File: src/hw/tmpwm_pkg.sv
// Package: register map, fields and carrier types of the PWM timer block
package tmpwm_pkg;
    localparam int          DW = 8;
    localparam logic [11:0] OFF_CTRL    = 12'h000;
    localparam logic [11:0] OFF_CYCLE   = 12'h004;
    localparam logic [11:0] OFF_DUTY    = 12'h008;
    localparam logic [11:0] OFF_P1DIR   = 12'h00C;
    localparam logic [11:0] OFF_P1LAT   = 12'h010;
    localparam logic [11:0] OFF_STATUS  = 12'h014;
    localparam logic [11:0] OFF_MASK    = 12'h018;
    localparam logic [11:0] OFF_COUNT   = 12'h01C;
    localparam logic [11:0] OFF_P1BIT   = 12'h020;
    localparam int          CTRL_EN     = 0;
    localparam int          CTRL_ACTLVL = 1;
    localparam int          CTRL_DIVW   = 4;
    localparam int          CTRL_DIVLSB = 2;
    localparam int          BIT_VAL     = 3;
    localparam int          PWM_PIN_A   = 5;
    localparam int          PWM_PIN_B   = 6;
    localparam logic [7:0]  P1DIR_RST   = 8'hFF;
    localparam logic [7:0]  P1LAT_RST   = 8'h00;
    localparam logic [7:0]  CYCLE_RST   = 8'hFF;
    localparam logic [7:0]  DUTY_RST    = 8'h00;
    localparam logic [7:0]  CNT_ZERO    = 8'h00;
    localparam logic [7:0]  CNT_ONE     = 8'h01;
    localparam logic [31:0] WORD_ZERO   = 32'h0000_0000;
    localparam logic [1:0]  HTRANS_NSEQ = 2'h2;
    localparam logic [1:0]  HTRANS_SEQ  = 2'h3;
    localparam logic        HRESP_OKAY  = 1'b0;

    // Control register fields
    typedef struct packed {
        logic [3:0] prescale;
        logic       active_high;
        logic       run;
    } tmpwm_ctrl_s;

    // Port-1 pin carrier: value, output enable (low = driving)
    typedef struct packed {
        logic [7:0] value;
        logic [7:0] oe_n;
    } tmpwm_port_s;

    typedef enum logic {TMPWM_CMP_CYCLE, TMPWM_CMP_DUTY} tmpwm_cmp_e;
endpackage

File: src/hw/tmpwm_prescaler.sv
// Module: count-clock prescaler producing one-cycle tick pulses
`timescale 1ns/1ps
module tmpwm_prescaler (
    input  wire logic       SYS_CLK_I,  // System clock
    input  wire logic       RST_I,      // Sync reset, active high
    input  wire logic       run_i,      // Counting enabled
    input  wire logic [3:0] sel_i,      // Divide by 2**sel
    output logic            tick_o      // Count clock pulse
);
    logic [15:0] div_ff;
    logic [15:0] nxt_div;
    logic [15:0] limit;

    assign limit   = 16'((32'h1 << sel_i) - 32'h1);
    assign nxt_div = (!run_i || div_ff == limit) ? 16'h0000 : div_ff + 16'h0001;
    // Tick on the last step; restarting aligns the first count to enable
    assign tick_o  = run_i && (div_ff == limit);

    always_ff @(posedge SYS_CLK_I) begin
        if (RST_I) begin
            div_ff <= 16'h0000;
        end else begin
            div_ff <= nxt_div;
        end
    end
endmodule

File: src/hw/tmpwm_top.sv
// Module: 8-bit PWM timer with port-1 direction register, AHB-Lite slave
// Overview of operation
// - Duty compare writes accepted while running; new value used next compare.
// - Counter starts counting only once the run enable bit is one.
// - After enabling, the first compare is against the cycle compare value.
// - Cycle match clears counter, raises interrupt request, drives output active.
// - Cycle match switches the compare target to the duty compare register.
// - Duty match drives output inactive and switches target back to cycle.
// - Duty match neither clears counter nor raises interrupt request.
// - Direction bit zero enables output buffer; one makes pin an input.
// - Port-1 direction register resets to all ones, pins start as inputs.
// - Port-1 direction register takes single-bit and whole-byte writes.
`timescale 1ns/1ps
module tmpwm_top (
    input  wire logic        SYS_CLK_I,    // System clock, 100 MHz
    input  wire logic        RST_I,        // Sync reset, active high
    input  wire logic        HSEL_I,       // AHB slave select
    input  wire logic [31:0] HADDR_I,      // AHB address
    input  wire logic [1:0]  HTRANS_I,     // AHB transfer type
    input  wire logic        HWRITE_I,     // AHB write
    input  wire logic [2:0]  HSIZE_I,      // AHB size
    input  wire logic        HREADY_I,     // AHB bus ready
    input  wire logic [31:0] HWDATA_I,     // AHB write data
    output logic      [31:0] HRDATA_O,     // AHB read data
    output logic             HREADYOUT_O,  // AHB slave ready
    output logic             HRESP_O,      // AHB response
    input  wire logic [7:0]  P1_PIN_I,     // Port-1 pin levels
    output logic      [7:0]  P1_PIN_O,     // Port-1 pin drive values
    output logic      [7:0]  P1_OE_N_O,    // Port-1 drive enable, low drives
    output logic             PWM_OUT_O,    // Timer PWM output level
    output logic             IRQ_O         // Level interrupt
);
    // Address-phase capture
    logic        wr_pend_ff;
    logic [11:0] addr_ff;
    logic        nxt_wr_pend;
    logic        addr_take;

    // Registers
    tmpwm_pkg::tmpwm_ctrl_s ctrl_ff;
    logic [7:0]  cycle_ff;
    logic [7:0]  duty_ff;
    logic [7:0]  p1dir_ff;
    logic [7:0]  p1lat_ff;
    logic        stat_ff;
    logic        mask_ff;
    logic [31:0] rdata_ff;

    // Timer state
    logic [7:0]  count_ff;
    logic        level_ff;
    tmpwm_pkg::tmpwm_cmp_e tgt_ff;
    logic        run_d_ff;

    logic        tick;
    logic        run;
    logic [7:0]  cmp_val;
    logic        match;
    logic        cyc_match;
    logic        duty_match;
    logic [7:0]  nxt_count;
    logic        nxt_level;
    tmpwm_pkg::tmpwm_cmp_e nxt_tgt;
    logic        irq_evt;

    logic        we_ctrl;
    logic        we_cycle;
    logic        we_duty;
    logic        we_p1dir;
    logic        we_p1lat;
    logic        we_stat;
    logic        we_mask;
    logic        we_p1bit;
    logic [7:0]  bit_mask;
    logic [7:0]  nxt_p1dir;
    logic        nxt_stat;
    logic [31:0] nxt_rdata;
    logic        hit;
    tmpwm_pkg::tmpwm_port_s port;

    function automatic logic sel_is(input logic [11:0] a,
                                    input logic [11:0] off);
        sel_is = (a == off);
    endfunction

    // Zero-wait slave: reads are sampled at the address phase
    assign addr_take   = HSEL_I && HREADY_I &&
                         (HTRANS_I == tmpwm_pkg::HTRANS_NSEQ ||
                          HTRANS_I == tmpwm_pkg::HTRANS_SEQ);
    assign nxt_wr_pend = addr_take && HWRITE_I;
    assign HREADYOUT_O = 1'b1;
    assign HRESP_O     = tmpwm_pkg::HRESP_OKAY;
    assign HRDATA_O    = rdata_ff;

    assign we_ctrl  = wr_pend_ff && sel_is(addr_ff, tmpwm_pkg::OFF_CTRL);
    assign we_cycle = wr_pend_ff && sel_is(addr_ff, tmpwm_pkg::OFF_CYCLE);
    assign we_duty  = wr_pend_ff && sel_is(addr_ff, tmpwm_pkg::OFF_DUTY);
    assign we_p1dir = wr_pend_ff && sel_is(addr_ff, tmpwm_pkg::OFF_P1DIR);
    assign we_p1lat = wr_pend_ff && sel_is(addr_ff, tmpwm_pkg::OFF_P1LAT);
    assign we_stat  = wr_pend_ff && sel_is(addr_ff, tmpwm_pkg::OFF_STATUS);
    assign we_mask  = wr_pend_ff && sel_is(addr_ff, tmpwm_pkg::OFF_MASK);
    assign we_p1bit = wr_pend_ff && sel_is(addr_ff, tmpwm_pkg::OFF_P1BIT);

    // Single-bit write: data[2:0] picks the bit, data[3] is its value
    assign bit_mask  = 8'(8'h01 << HWDATA_I[2:0]);
    assign nxt_p1dir = we_p1dir ? HWDATA_I[7:0] :
                       we_p1bit ? (HWDATA_I[tmpwm_pkg::BIT_VAL] ?
                                   (p1dir_ff | bit_mask) :
                                   (p1dir_ff & ~bit_mask)) :
                       p1dir_ff;

    // Timer core
    assign run        = ctrl_ff.run;
    assign cmp_val    = (tgt_ff == tmpwm_pkg::TMPWM_CMP_CYCLE) ?
                        cycle_ff : duty_ff;
    assign match      = tick && (count_ff == cmp_val);
    assign cyc_match  = match && (tgt_ff == tmpwm_pkg::TMPWM_CMP_CYCLE);
    assign duty_match = match && (tgt_ff == tmpwm_pkg::TMPWM_CMP_DUTY);
    assign irq_evt    = cyc_match;

    always_comb begin
        nxt_count = count_ff;
        nxt_level = level_ff;
        nxt_tgt   = tgt_ff;
        if (!run || !run_d_ff) begin
            // Idle or just enabled: zero, inactive, cycle first
            nxt_count = tmpwm_pkg::CNT_ZERO;
            nxt_level = 1'b0;
            nxt_tgt   = tmpwm_pkg::TMPWM_CMP_CYCLE;
        end else if (cyc_match) begin
            nxt_count = tmpwm_pkg::CNT_ZERO;
            nxt_level = 1'b1;
            nxt_tgt   = tmpwm_pkg::TMPWM_CMP_DUTY;
        end else if (duty_match) begin
            nxt_count = count_ff + tmpwm_pkg::CNT_ONE;
            nxt_level = 1'b0;
            nxt_tgt   = tmpwm_pkg::TMPWM_CMP_CYCLE;
        end else if (tick) begin
            nxt_count = count_ff + tmpwm_pkg::CNT_ONE;
        end
    end

    // Set wins over a write-one clear in the same cycle
    assign nxt_stat = irq_evt | (stat_ff & ~(we_stat & HWDATA_I[0]));
    assign IRQ_O    = stat_ff & mask_ff;

    // Timer pin override on bits 5 and 6 when latch and direction are zero
    always_comb begin
        port.value = p1lat_ff;
        port.value[tmpwm_pkg::PWM_PIN_A] = p1lat_ff[tmpwm_pkg::PWM_PIN_A] |
                                           PWM_OUT_O;
        port.value[tmpwm_pkg::PWM_PIN_B] = p1lat_ff[tmpwm_pkg::PWM_PIN_B] |
                                           PWM_OUT_O;
        port.oe_n  = p1dir_ff;
    end
    assign P1_PIN_O  = port.value;
    assign P1_OE_N_O = port.oe_n;
    assign PWM_OUT_O = ctrl_ff.active_high ? level_ff : ~level_ff;

    assign hit = addr_take && (HADDR_I[11:0] <= tmpwm_pkg::OFF_P1BIT) &&
                 (HADDR_I[1:0] == 2'h0) && (HADDR_I[31:12] == 20'h00000);
    always_comb begin
        nxt_rdata = tmpwm_pkg::WORD_ZERO;
        if (hit) begin
            unique case (HADDR_I[11:0])
                tmpwm_pkg::OFF_CTRL:   nxt_rdata = 32'(ctrl_ff);
                tmpwm_pkg::OFF_CYCLE:  nxt_rdata = 32'(cycle_ff);
                tmpwm_pkg::OFF_DUTY:   nxt_rdata = 32'(duty_ff);
                tmpwm_pkg::OFF_P1DIR:  nxt_rdata = 32'(p1dir_ff);
                tmpwm_pkg::OFF_P1LAT:  nxt_rdata = 32'(p1lat_ff);
                tmpwm_pkg::OFF_STATUS: nxt_rdata = 32'(stat_ff);
                tmpwm_pkg::OFF_MASK:   nxt_rdata = 32'(mask_ff);
                tmpwm_pkg::OFF_COUNT:  nxt_rdata = 32'(count_ff);
                tmpwm_pkg::OFF_P1BIT:  nxt_rdata = 32'(P1_PIN_I);
                default:               nxt_rdata = tmpwm_pkg::WORD_ZERO;
            endcase
        end
    end

    tmpwm_prescaler u_presc (
        .SYS_CLK_I (SYS_CLK_I),
        .RST_I     (RST_I),
        .run_i     (run && run_d_ff),
        .sel_i     (ctrl_ff.prescale),
        .tick_o    (tick)
    );

    // Bus capture: write intent and address wait for the data phase
    always_ff @(posedge SYS_CLK_I) begin
        if (RST_I) begin
            wr_pend_ff <= 1'b0;
        end else begin
            wr_pend_ff <= nxt_wr_pend && (HADDR_I[31:12] == 20'h00000);
        end
    end

    always_ff @(posedge SYS_CLK_I) begin
        if (RST_I) begin
            addr_ff <= 12'h000;
        end else begin
            addr_ff <= HADDR_I[11:0];
        end
    end

    // Read word fixed at the address phase, shown in the data phase
    always_ff @(posedge SYS_CLK_I) begin
        if (RST_I) begin
            rdata_ff <= tmpwm_pkg::WORD_ZERO;
        end else begin
            rdata_ff <= nxt_rdata;
        end
    end

    always_ff @(posedge SYS_CLK_I) begin
        if (RST_I) begin
            ctrl_ff <= '0;
        end else if (we_ctrl) begin
            ctrl_ff <= HWDATA_I[5:0];
        end
    end

    // Cycle value is only safe to change while stopped
    always_ff @(posedge SYS_CLK_I) begin
        if (RST_I) begin
            cycle_ff <= tmpwm_pkg::CYCLE_RST;
        end else if (we_cycle) begin
            cycle_ff <= HWDATA_I[7:0];
        end
    end

    always_ff @(posedge SYS_CLK_I) begin
        if (RST_I) begin
            duty_ff <= tmpwm_pkg::DUTY_RST;
        end else if (we_duty) begin
            duty_ff <= HWDATA_I[7:0];
        end
    end

    always_ff @(posedge SYS_CLK_I) begin
        if (RST_I) begin
            p1dir_ff <= tmpwm_pkg::P1DIR_RST;
        end else begin
            p1dir_ff <= nxt_p1dir;
        end
    end

    always_ff @(posedge SYS_CLK_I) begin
        if (RST_I) begin
            p1lat_ff <= tmpwm_pkg::P1LAT_RST;
        end else if (we_p1lat) begin
            p1lat_ff <= HWDATA_I[7:0];
        end
    end

    always_ff @(posedge SYS_CLK_I) begin
        if (RST_I) begin
            stat_ff <= 1'b0;
        end else begin
            stat_ff <= nxt_stat;
        end
    end

    always_ff @(posedge SYS_CLK_I) begin
        if (RST_I) begin
            mask_ff <= 1'b0;
        end else if (we_mask) begin
            mask_ff <= HWDATA_I[0];
        end
    end

    always_ff @(posedge SYS_CLK_I) begin
        if (RST_I) begin
            count_ff <= tmpwm_pkg::CNT_ZERO;
        end else begin
            count_ff <= nxt_count;
        end
    end

    always_ff @(posedge SYS_CLK_I) begin
        if (RST_I) begin
            level_ff <= 1'b0;
        end else begin
            level_ff <= nxt_level;
        end
    end

    always_ff @(posedge SYS_CLK_I) begin
        if (RST_I) begin
            tgt_ff <= tmpwm_pkg::TMPWM_CMP_CYCLE;
        end else begin
            tgt_ff <= nxt_tgt;
        end
    end

    // One-cycle enable delay restarts prescaler and counter together
    always_ff @(posedge SYS_CLK_I) begin
        if (RST_I) begin
            run_d_ff <= 1'b0;
        end else begin
            run_d_ff <= run;
        end
    end
endmodule

File: config.mk
export PLATFORM = sky130hd
export DESIGN_NAME = tmpwm_top
export DESIGN_NICKNAME = d
export VERILOG_FILES = /design/src/hw/tmpwm_pkg.sv /design/src/hw/tmpwm_prescaler.sv /design/src/hw/tmpwm_top.sv
export SDC_FILE = /design/constraint.sdc
export NUM_CORES = 1
export LEC_CHECK = 0
export ABC_AREA = 1
export BUFFER_PORTS_ARGS = -buffer_cell sky130_fd_sc_hd__buf_2
export CORE_ASPECT_RATIO = 1.4
export CORE_UTILIZATION = 30
export CTS_BUF_LIST = sky130_fd_sc_hd__clkbuf_16
export DETAILED_ROUTE_END_ITERATION = 12
export SETUP_SLACK_MARGIN = 0.1
export SLEW_MARGIN = 20
export SYNTH_ARGS = -nofsm -noshare
export SYNTH_HDL_FRONTEND = slang
export SYNTH_SLANG_ARGS = --single-unit
File: constraint.sdc
create_clock -name SYS_CLK_I -period 2 [get_ports SYS_CLK_I]
set_clock_uncertainty 0.05 [all_clocks]
set_input_delay 0.2 -clock SYS_CLK_I [delete_from_list [all_inputs] [get_ports SYS_CLK_I]]
set_output_delay 0.2 -clock SYS_CLK_I [all_outputs]
set_load 0.02 [all_outputs]
==> out/qor.csv, run 1 <==
stage,metric,value,unit
timing,fin crit period,2.324,ns
detailed_routing,WL per Instance,13.93,µm
worst_setup_path,CP startpoint kind,flop,
clocking,worst-skew pair later-pin latency,0.35,ns
clocking,clock buffer count from CTS,9,
yosys,Most used DFF post-synth,dfxtp_1,
power_and_ir_drop,Leak,2.802,nW
layout,# diodes,0,
timing,RSZ-0062 raised after global routing,true,
timing,final hold violation count,0,
yosys,YS warnings,0,
layout,footprint of the multi-input gates,2621,µm²
worst_setup_path,Crit Path Class,reg2reg,
placed_design,Post-DP HPWL,11.00,mm
placed_design,Placed Instance Area,5580,µm²
yosys,#FFs+latches synth,87,
timing,final setup vio count,26,
placed_design,port bufs,79,
worst_setup_path,Crit path arrival time,2.51,ns
detailed_routing,detailed router's first-iteration violation count,285,
status,status,"complete, but fails checks",
yosys,number of synthesized flops with an enable pin,0,
layout,layout cells sized above 1,0.2458,
clocking,# H-tree levels,3,
yosys,Mean Syn Cell Area,6.772,µm²
power_and_ir_drop,maximum VDD drop,0.3250,mV
global_routing,global-route wire length before repair,22.51,mm
timing,final period utilization,1.162,
global_routing,vias in the first global route,4555,
clocking,hold buffer count at CTS,0,
floorplan,Std-Cell Rows,54,
run,max_cap viols,0,
detailed_routing,via count,4923,
detailed_routing,final wirelength,14.35,mm
power_and_ir_drop,total chip power,3.893,mW
worst_setup_path,crit end category,flop,
clocking,CTS Buffer Depth,2,
layout,fin nets,915,
detailed_routing,Post-DRT Antenna Nets,0,
floorplan,Top Ports,134,
timing,Slew Limit Fails,0,
floorplan,die area,16500,µm²
worst_setup_path,Crit path required time,2.19,ns
global_routing,initial antenna violation count,0,
floorplan,core footprint,15610,µm²
layout,register area,1747,µm²
global_routing,GRT Util Overall,0.1784,
min_path,Hold Path Class,in2reg,
clocking,clk slew on worst S/H paths,0.07,ns
yosys,Syn Std Cell Area,4795,µm²
layout,Final Core Density,0.3967,
layout,"most common cell after layout, fill and taps aside",nand2_1,
yosys,ys async rst share,0,
global_routing,pin count of the biggest net entering global routing,39,
floorplan,Die W,108.8,µm
clocking,TritonCTS clock tree,yes,
power_and_ir_drop,Power Density,628.9,nW/µm²
floorplan,Initial Utilization,0.3072,
status,violated checks,negative setup slack,
layout,final instance area,6191,µm²
yosys,"Distinct cells, synth",39,
placed_design,Final GP Congestion,0.9279,
detailed_routing,Vias/cell,4.780,
layout,"commonest cells after routing, fill and taps aside","nand2_1 (119), inv_1 (98), dfxtp_1 (83)",
global_routing,grt ovf,0,
layout,Area Growth Syn to Fin,29.12,%
clocking,clk sink count,87,
floorplan,Die Ht,151.6,µm
timing,max frequency,430.2,MHz
layout,Filler Cells Inserted,1665,
yosys,Mapped Cells,708,
detailed_routing,Pre-antenna DRT Iters,5,
timing,Final WS setup,-0.3244,ns
clocking,CTS root buf,clkbuf_16,
detailed_routing,drc violations,0,
worst_setup_path,CP max FO,7,
yosys,"Seq/Total Area, Yosys",0.3633,
==> logic make-up (layout without fill, tap and decap cells) <==
logic type | Yosys count | count (layout) | synth area share
other | 2 | 26 | 0.001566
AND/OR/NAND/NOR | 313 | 313 | 0.2902
adder cells (fa/ha/maj) | 3 | 3 | 0.007830
flip-flops | 87 | 87 | 0.3633
XOR/XNOR | 17 | 17 | 0.03106
AO/OA/AOI/OAI | 132 | 132 | 0.1558
buffers and inverters | 154 | 256 | 0.1503
==> metal layers <==
layer  wire, µm  global-route usage  vias to the layer above  share of wire
met5          0                   0                        -              0
met4        541             0.09257                        0          0.038
met3        542             0.02908                       34          0.038
met2       7652              0.3288                      145           0.53
met1       5617              0.1930                     2233           0.39
li1           -                   -                     2511              -
==> state kept, by name, indices dropped and copies added, names as in the netlist, named ones only <==
| signal | flops |
|---|---|
| HRDATA_O | 8 |
| mask_ff | 1 |
| cycle_ff | 8 |
| count_ff | 8 |
| duty_ff | 8 |
| stat_ff | 1 |
| addr_ff | 12 |
| u_presc.div_ff | 16 |
| wr_pend_ff | 1 |
| run_d_ff | 1 |
| p1lat_ff | 8 |
| tgt_ff | 1 |
| run | 1 |
| ctrl_ff | 5 |
==> final timing paths <==
kind                             startpoint  cells after the start  slack (ns)          end
worst min-delay path            HADDR_I[10]                      3        0.01  addr_ff[10]
worst max-delay path             ctrl_ff[5]                     16       -0.32  count_ff[3]
worst min register to register  cycle_ff[7]                      2        0.42  cycle_ff[7]
worst max register to register   ctrl_ff[5]                     16       -0.32  count_ff[3]
==> what timing repair did <==
action / 4_1_cts / 5_1_grt
buffers inserted: 4 / 4
hold endpoints to repair: 0 / 0
gates cloned: 1 / 0
endpoints found under the setup margin: 26 / 41
pin swaps: 13 / 8
resized for setup: 40 / 19
==> through the flow <==
stage	setup slack, ns	instances	setup TNS (ns)	hold WS [ns]
4_1_cts	-0.2296	1026	-3.958	0.007303
3_5_place_dp	-0.2869	1006	-7.359	0.3714
2_1_floorplan	-0.1021	732	-1.681	0.2570
6_report	-0.3244	1030	-6.760	0.01276
5_1_grt	-0.4815	1030	-10.41	0.02492
3_3_place_gp	-0.2627	1006	-6.684	0.3688
==> power by group <==
group / total [mW] / switching (mW) / internal [mW]
Clock: 1.93 / 0.716 / 1.21
Combinational: 0.213 / 0.145 / 0.0680
Sequential: 1.75 / 0.00541 / 1.74
==> critical path, cell delays in order (launching register included) <==
cell     delay, ns
dfxtp_2       0.34
nor2_4        0.14
nand3_2       0.11
ha_4          0.28
inv_2         0.03
nand2_1       0.04
nand3_1       0.07
nor2_1        0.13
nand3_1       0.11
nor2_1        0.12
nand3_2       0.09
nor2_4        0.17
nand4_1       0.15
nor2_2        0.14
inv_2         0.07
nand2_4       0.12
nor2_2        0.05
==> synthesized netlist by cell type (2+ instances only) <==
library cell / count / share of area
a21oi_1: 45 / 0.047
a221oi_1: 3 / 0.0055
buf_2: 3 / 0.0031
buf_4: 33 / 0.052
buf_6: 2 / 0.0047
clkbuf_1: 10 / 0.0078
conb_1: 2 / 0.0016
dfxtp_1: 87 / 0.36
ha_1: 3 / 0.0078
inv_1: 100 / 0.078
inv_2: 4 / 0.0031
nand2_1: 124 / 0.097
nand2_2: 2 / 0.0026
nand3_1: 42 / 0.044
nand3b_1: 4 / 0.0063
nand4_1: 19 / 0.025
nor2_1: 81 / 0.063
nor2_2: 3 / 0.0039
nor3_1: 19 / 0.020
nor3b_1: 5 / 0.0078
nor4_1: 8 / 0.010
o211ai_1: 12 / 0.019
o21ai_0: 54 / 0.056
o221ai_1: 3 / 0.0055
o22ai_1: 10 / 0.013
or2_2: 2 / 0.0026
xnor2_1: 2 / 0.0037
xor2_1: 15 / 0.027
==> final cells by class <==
cell class,instances,share of cell area
clock buffer,9,0.03638
clock inverter,6,0.01779
inverter,105,0.06568
multi-input combinational,491,0.4234
sequential,87,0.2821
tap,196,0.03961
timing repair buffer,135,0.1338
timing repair inverter,1,0.001213
Power figures use the tool's default switching activity.
==> run 2: changes to the inputs <==
- CORE_ASPECT_RATIO: 1.4 -> 0.75
==> run 2 against run 1 <==
  * The flow still finishes with violations (negative setup slack)
  * Non-clock buffer count up 13
  * Clock power down 5%
  * Fmax up 2.2%
  * Sequential share of layout area down 0.64 points
  * Critical endpoint is now count_ff[4]
  * Register-to-register slack better by 0.05 ns
  * Critical path depth unchanged
  * Die area about the same
  * Global-route usage up 0.32 points
  * Sequential power about the same
  * Critical path type unchanged
==> out/qor.csv, run 2 (synthesis results as in run 1) <==
stage,metric,value,unit,change
status,status,"complete, but fails checks",,
status,violated checks,negative setup slack,,
worst_setup_path,CP Cell Sequence,nor2_4 -> nand3_2 -> ha_4 -> inv_2 -> nand2_2 -> nand3_2 -> nor2_1 -> nand3_1 -> nor2_1 -> nand3_1 -> nor2_4 -> nand4_1 -> nor2_2 -> inv_2 -> nand2_4 -> nor2_1,,
placed_design,Final GP Congestion,0.8982,,-3.2%
clocking,clock buffer count from CTS,9,,unchanged
layout,"commonest cells after routing, fill and taps aside","nand2_1 (116), inv_1 (97), dfxtp_1 (83)",,
power_and_ir_drop,Power Density,603.8,nW/µm²,-4.0%
detailed_routing,WL per Instance,14.48,µm,+3.9%
layout,# diodes,0,,unchanged
floorplan,Die W,148.0,µm,+36%
worst_setup_path,r2r startpoint,ctrl_ff[5],,
placed_design,port bufs,79,,unchanged
worst_setup_path,CP max FO,7,,unchanged
layout,layout cells sized above 1,0.2724,,+0.02660
layout,fin nets,928,,+1.4%
power_and_ir_drop,Leak,2.865,nW,+2.3%
global_routing,initial antenna violation count,0,,unchanged
floorplan,Die Ht,111.5,µm,-26%
worst_setup_path,CP dominant cell by count,nor2_1,,
placed_design,Post-DP HPWL,11.43,mm,+3.9%
worst_setup_path,Crit path required time,2.19,ns,about the same
layout,biggest regs,"u_presc.div_ff x16, addr_ff x12",,
clocking,worst-skew pair later-pin latency,0.35,ns,about the same
layout,max reg flops,16,,unchanged
detailed_routing,via count,5104,,+3.7%
clocking,clk sink count,87,,unchanged
detailed_routing,final wirelength,15.25,mm,+6.3%
detailed_routing,detailed router's first-iteration violation count,408,,+43%
worst_setup_path,crit end category,flop,,
detailed_routing,Pre-antenna DRT Iters,5,,unchanged
floorplan,Top Ports,134,,unchanged
global_routing,pin count of the biggest net entering global routing,36,,-7.7%
timing,Slew HR,0.4940,,
min_path,Hold Path Cell Cnt,3,,unchanged
timing,Slew @ Worst Pin,0.7545,ns,
detailed_routing,Vias/cell,4.847,,+1.4%
worst_setup_path,Crit Path Class,reg2reg,,
floorplan,die area,16500,µm²,about the same
placed_design,placed insts,1025,,+1.9%
global_routing,global-route wire length before repair,23.47,mm,+4.2%
floorplan,Initial Utilization,0.3109,,+0.003739
clocking,CTS root buf,clkbuf_16,,
timing,Final WS setup,-0.2742,ns,+0.05021 ns
worst_setup_path,Crit path arrival time,2.46,ns,-0.05 ns
worst_setup_path,crit path from,ctrl_ff[5],,
worst_setup_path,Critical Path Sink,count_ff[4],,
clocking,TritonCTS clock tree,yes,,
layout,"most common cell after layout, fill and taps aside",nand2_1,,
clocking,clk slew on worst S/H paths,0.07,ns,about the same
timing,fin crit period,2.274,ns,-0.05021 ns
run,max_cap viols,0,,unchanged
global_routing,GRT Util Overall,0.1816,,+0.003238
layout,footprint of the multi-input gates,2673,µm²,+2.0%
layout,register area,1747,µm²,unchanged
timing,RSZ-0062 raised after global routing,true,,
global_routing,vias in the first global route,4537,,-0.40%
worst_setup_path,CP max stage cell,dfxtp_2,,
detailed_routing,Post-DRT Antenna Nets,0,,unchanged
global_routing,grt ovf,0,,unchanged
timing,final setup vio count,26,,unchanged
timing,final hold violation count,0,,unchanged
clocking,# H-tree levels,3,,unchanged
layout,Area Growth Syn to Fin,32.12,%,
layout,Filler Cells Inserted,1642,,-1.4%
floorplan,core footprint,15420,µm²,-1.2%
worst_setup_path,CP startpoint kind,flop,,
detailed_routing,drc violations,0,,unchanged
timing,setup TNS,-5.615,ns,+1.145 ns
min_path,Hold Path Class,in2reg,,
worst_setup_path,Crit path largest cell delay,0.33,ns,about the same
timing,Slew Limit Fails,0,,unchanged
timing,final period utilization,1.137,,-0.02510
power_and_ir_drop,maximum VDD drop,0.3425,mV,+5.4%
worst_setup_path,FF-to-FF setup slack,-0.27,ns,+0.05 ns
timing,max frequency,439.7,MHz,+2.2%
floorplan,Std-Cell Rows,39,,-28%
clocking,CTS Buffer Depth,2,,unchanged
worst_setup_path,R2R depth,16,,unchanged
layout,Non-Filler Instances,1053,,+2.2%
layout,register with the most flip-flops,u_presc.div_ff,,
worst_setup_path,RR Endpoint,count_ff[4],,
==> run 2: final cells by class <==
class / count / share of cell area
clock buffers: 9 / 0.03555
clock inverters: 7 / 0.01541
inverters: 105 / 0.06340
multi-input cells: 491 / 0.4219
flip-flops and latches: 87 / 0.2757
well taps: 205 / 0.04049
repair buffers: 148 / 0.1464
repair inverters: 1 / 0.001185
==> run 2: worst min path at each step <==
stage,startpoint,end,slack (ns)
floorplan,HADDR_I[0],addr_ff[0],0.26
global placement,HADDR_I[6],addr_ff[6],0.37
detailed placement,HADDR_I[7],addr_ff[7],0.37
CTS,HADDR_I[7],addr_ff[7],0.009
global route,HADDR_I[11],addr_ff[11],0.03
finish,HADDR_I[1],addr_ff[1],0.02
==> run 2: per-layer routing <==
metal / GRT usage / vias to the layer above / wire (µm)
met3: 0.03852 / 13 / 1265
met4: 0.04536 / 0 / 164
met1: 0.2723 / 2321 / 7583
met5: 0 / - / 0
li1: - / 2540 / -
met2: 0.2598 / 230 / 6238
==> run 2: where the power goes <==
part	internal (mW)	total [mW]	switching (mW)
Sequential	1.74	1.75	0.00980
Clock	1.10	1.84	0.744
Combinational	0.0737	0.230	0.156
==> run 2: critical path: cells and delay by family (launching register included) <==
kind	cells	cell delay [ns]
and+or+nand+nor	13	1.40
DFF	1	0.33
adders and majority gates	1	0.28
buffers and inverters	2	0.10
==> run 2: through the flow <==
stage	instance area, µm²	util	total power, mW	worst slack (ns)	hold WS [ns]
floorplan	4910	-	1.940	-0.1021	0.2570
global placement	5667	0.3675	2.007	-0.3055	0.3668
detailed placement	5667	0.3675	2.008	-0.3110	0.3698
CTS	6121	0.3969	3.844	-0.2410	0.009252
global route	6335	0.4108	3.944	-0.4368	0.02566
finish	6335	0.4108	3.825	-0.2742	0.01505
==> run 2: repair_timing <==
action	CTS	global route
hold buffers	0	0
resized for setup	22	50
pin swaps	7	25
setup endpoints to repair	26	41
cloned	1	2
buffers inserted	5	4
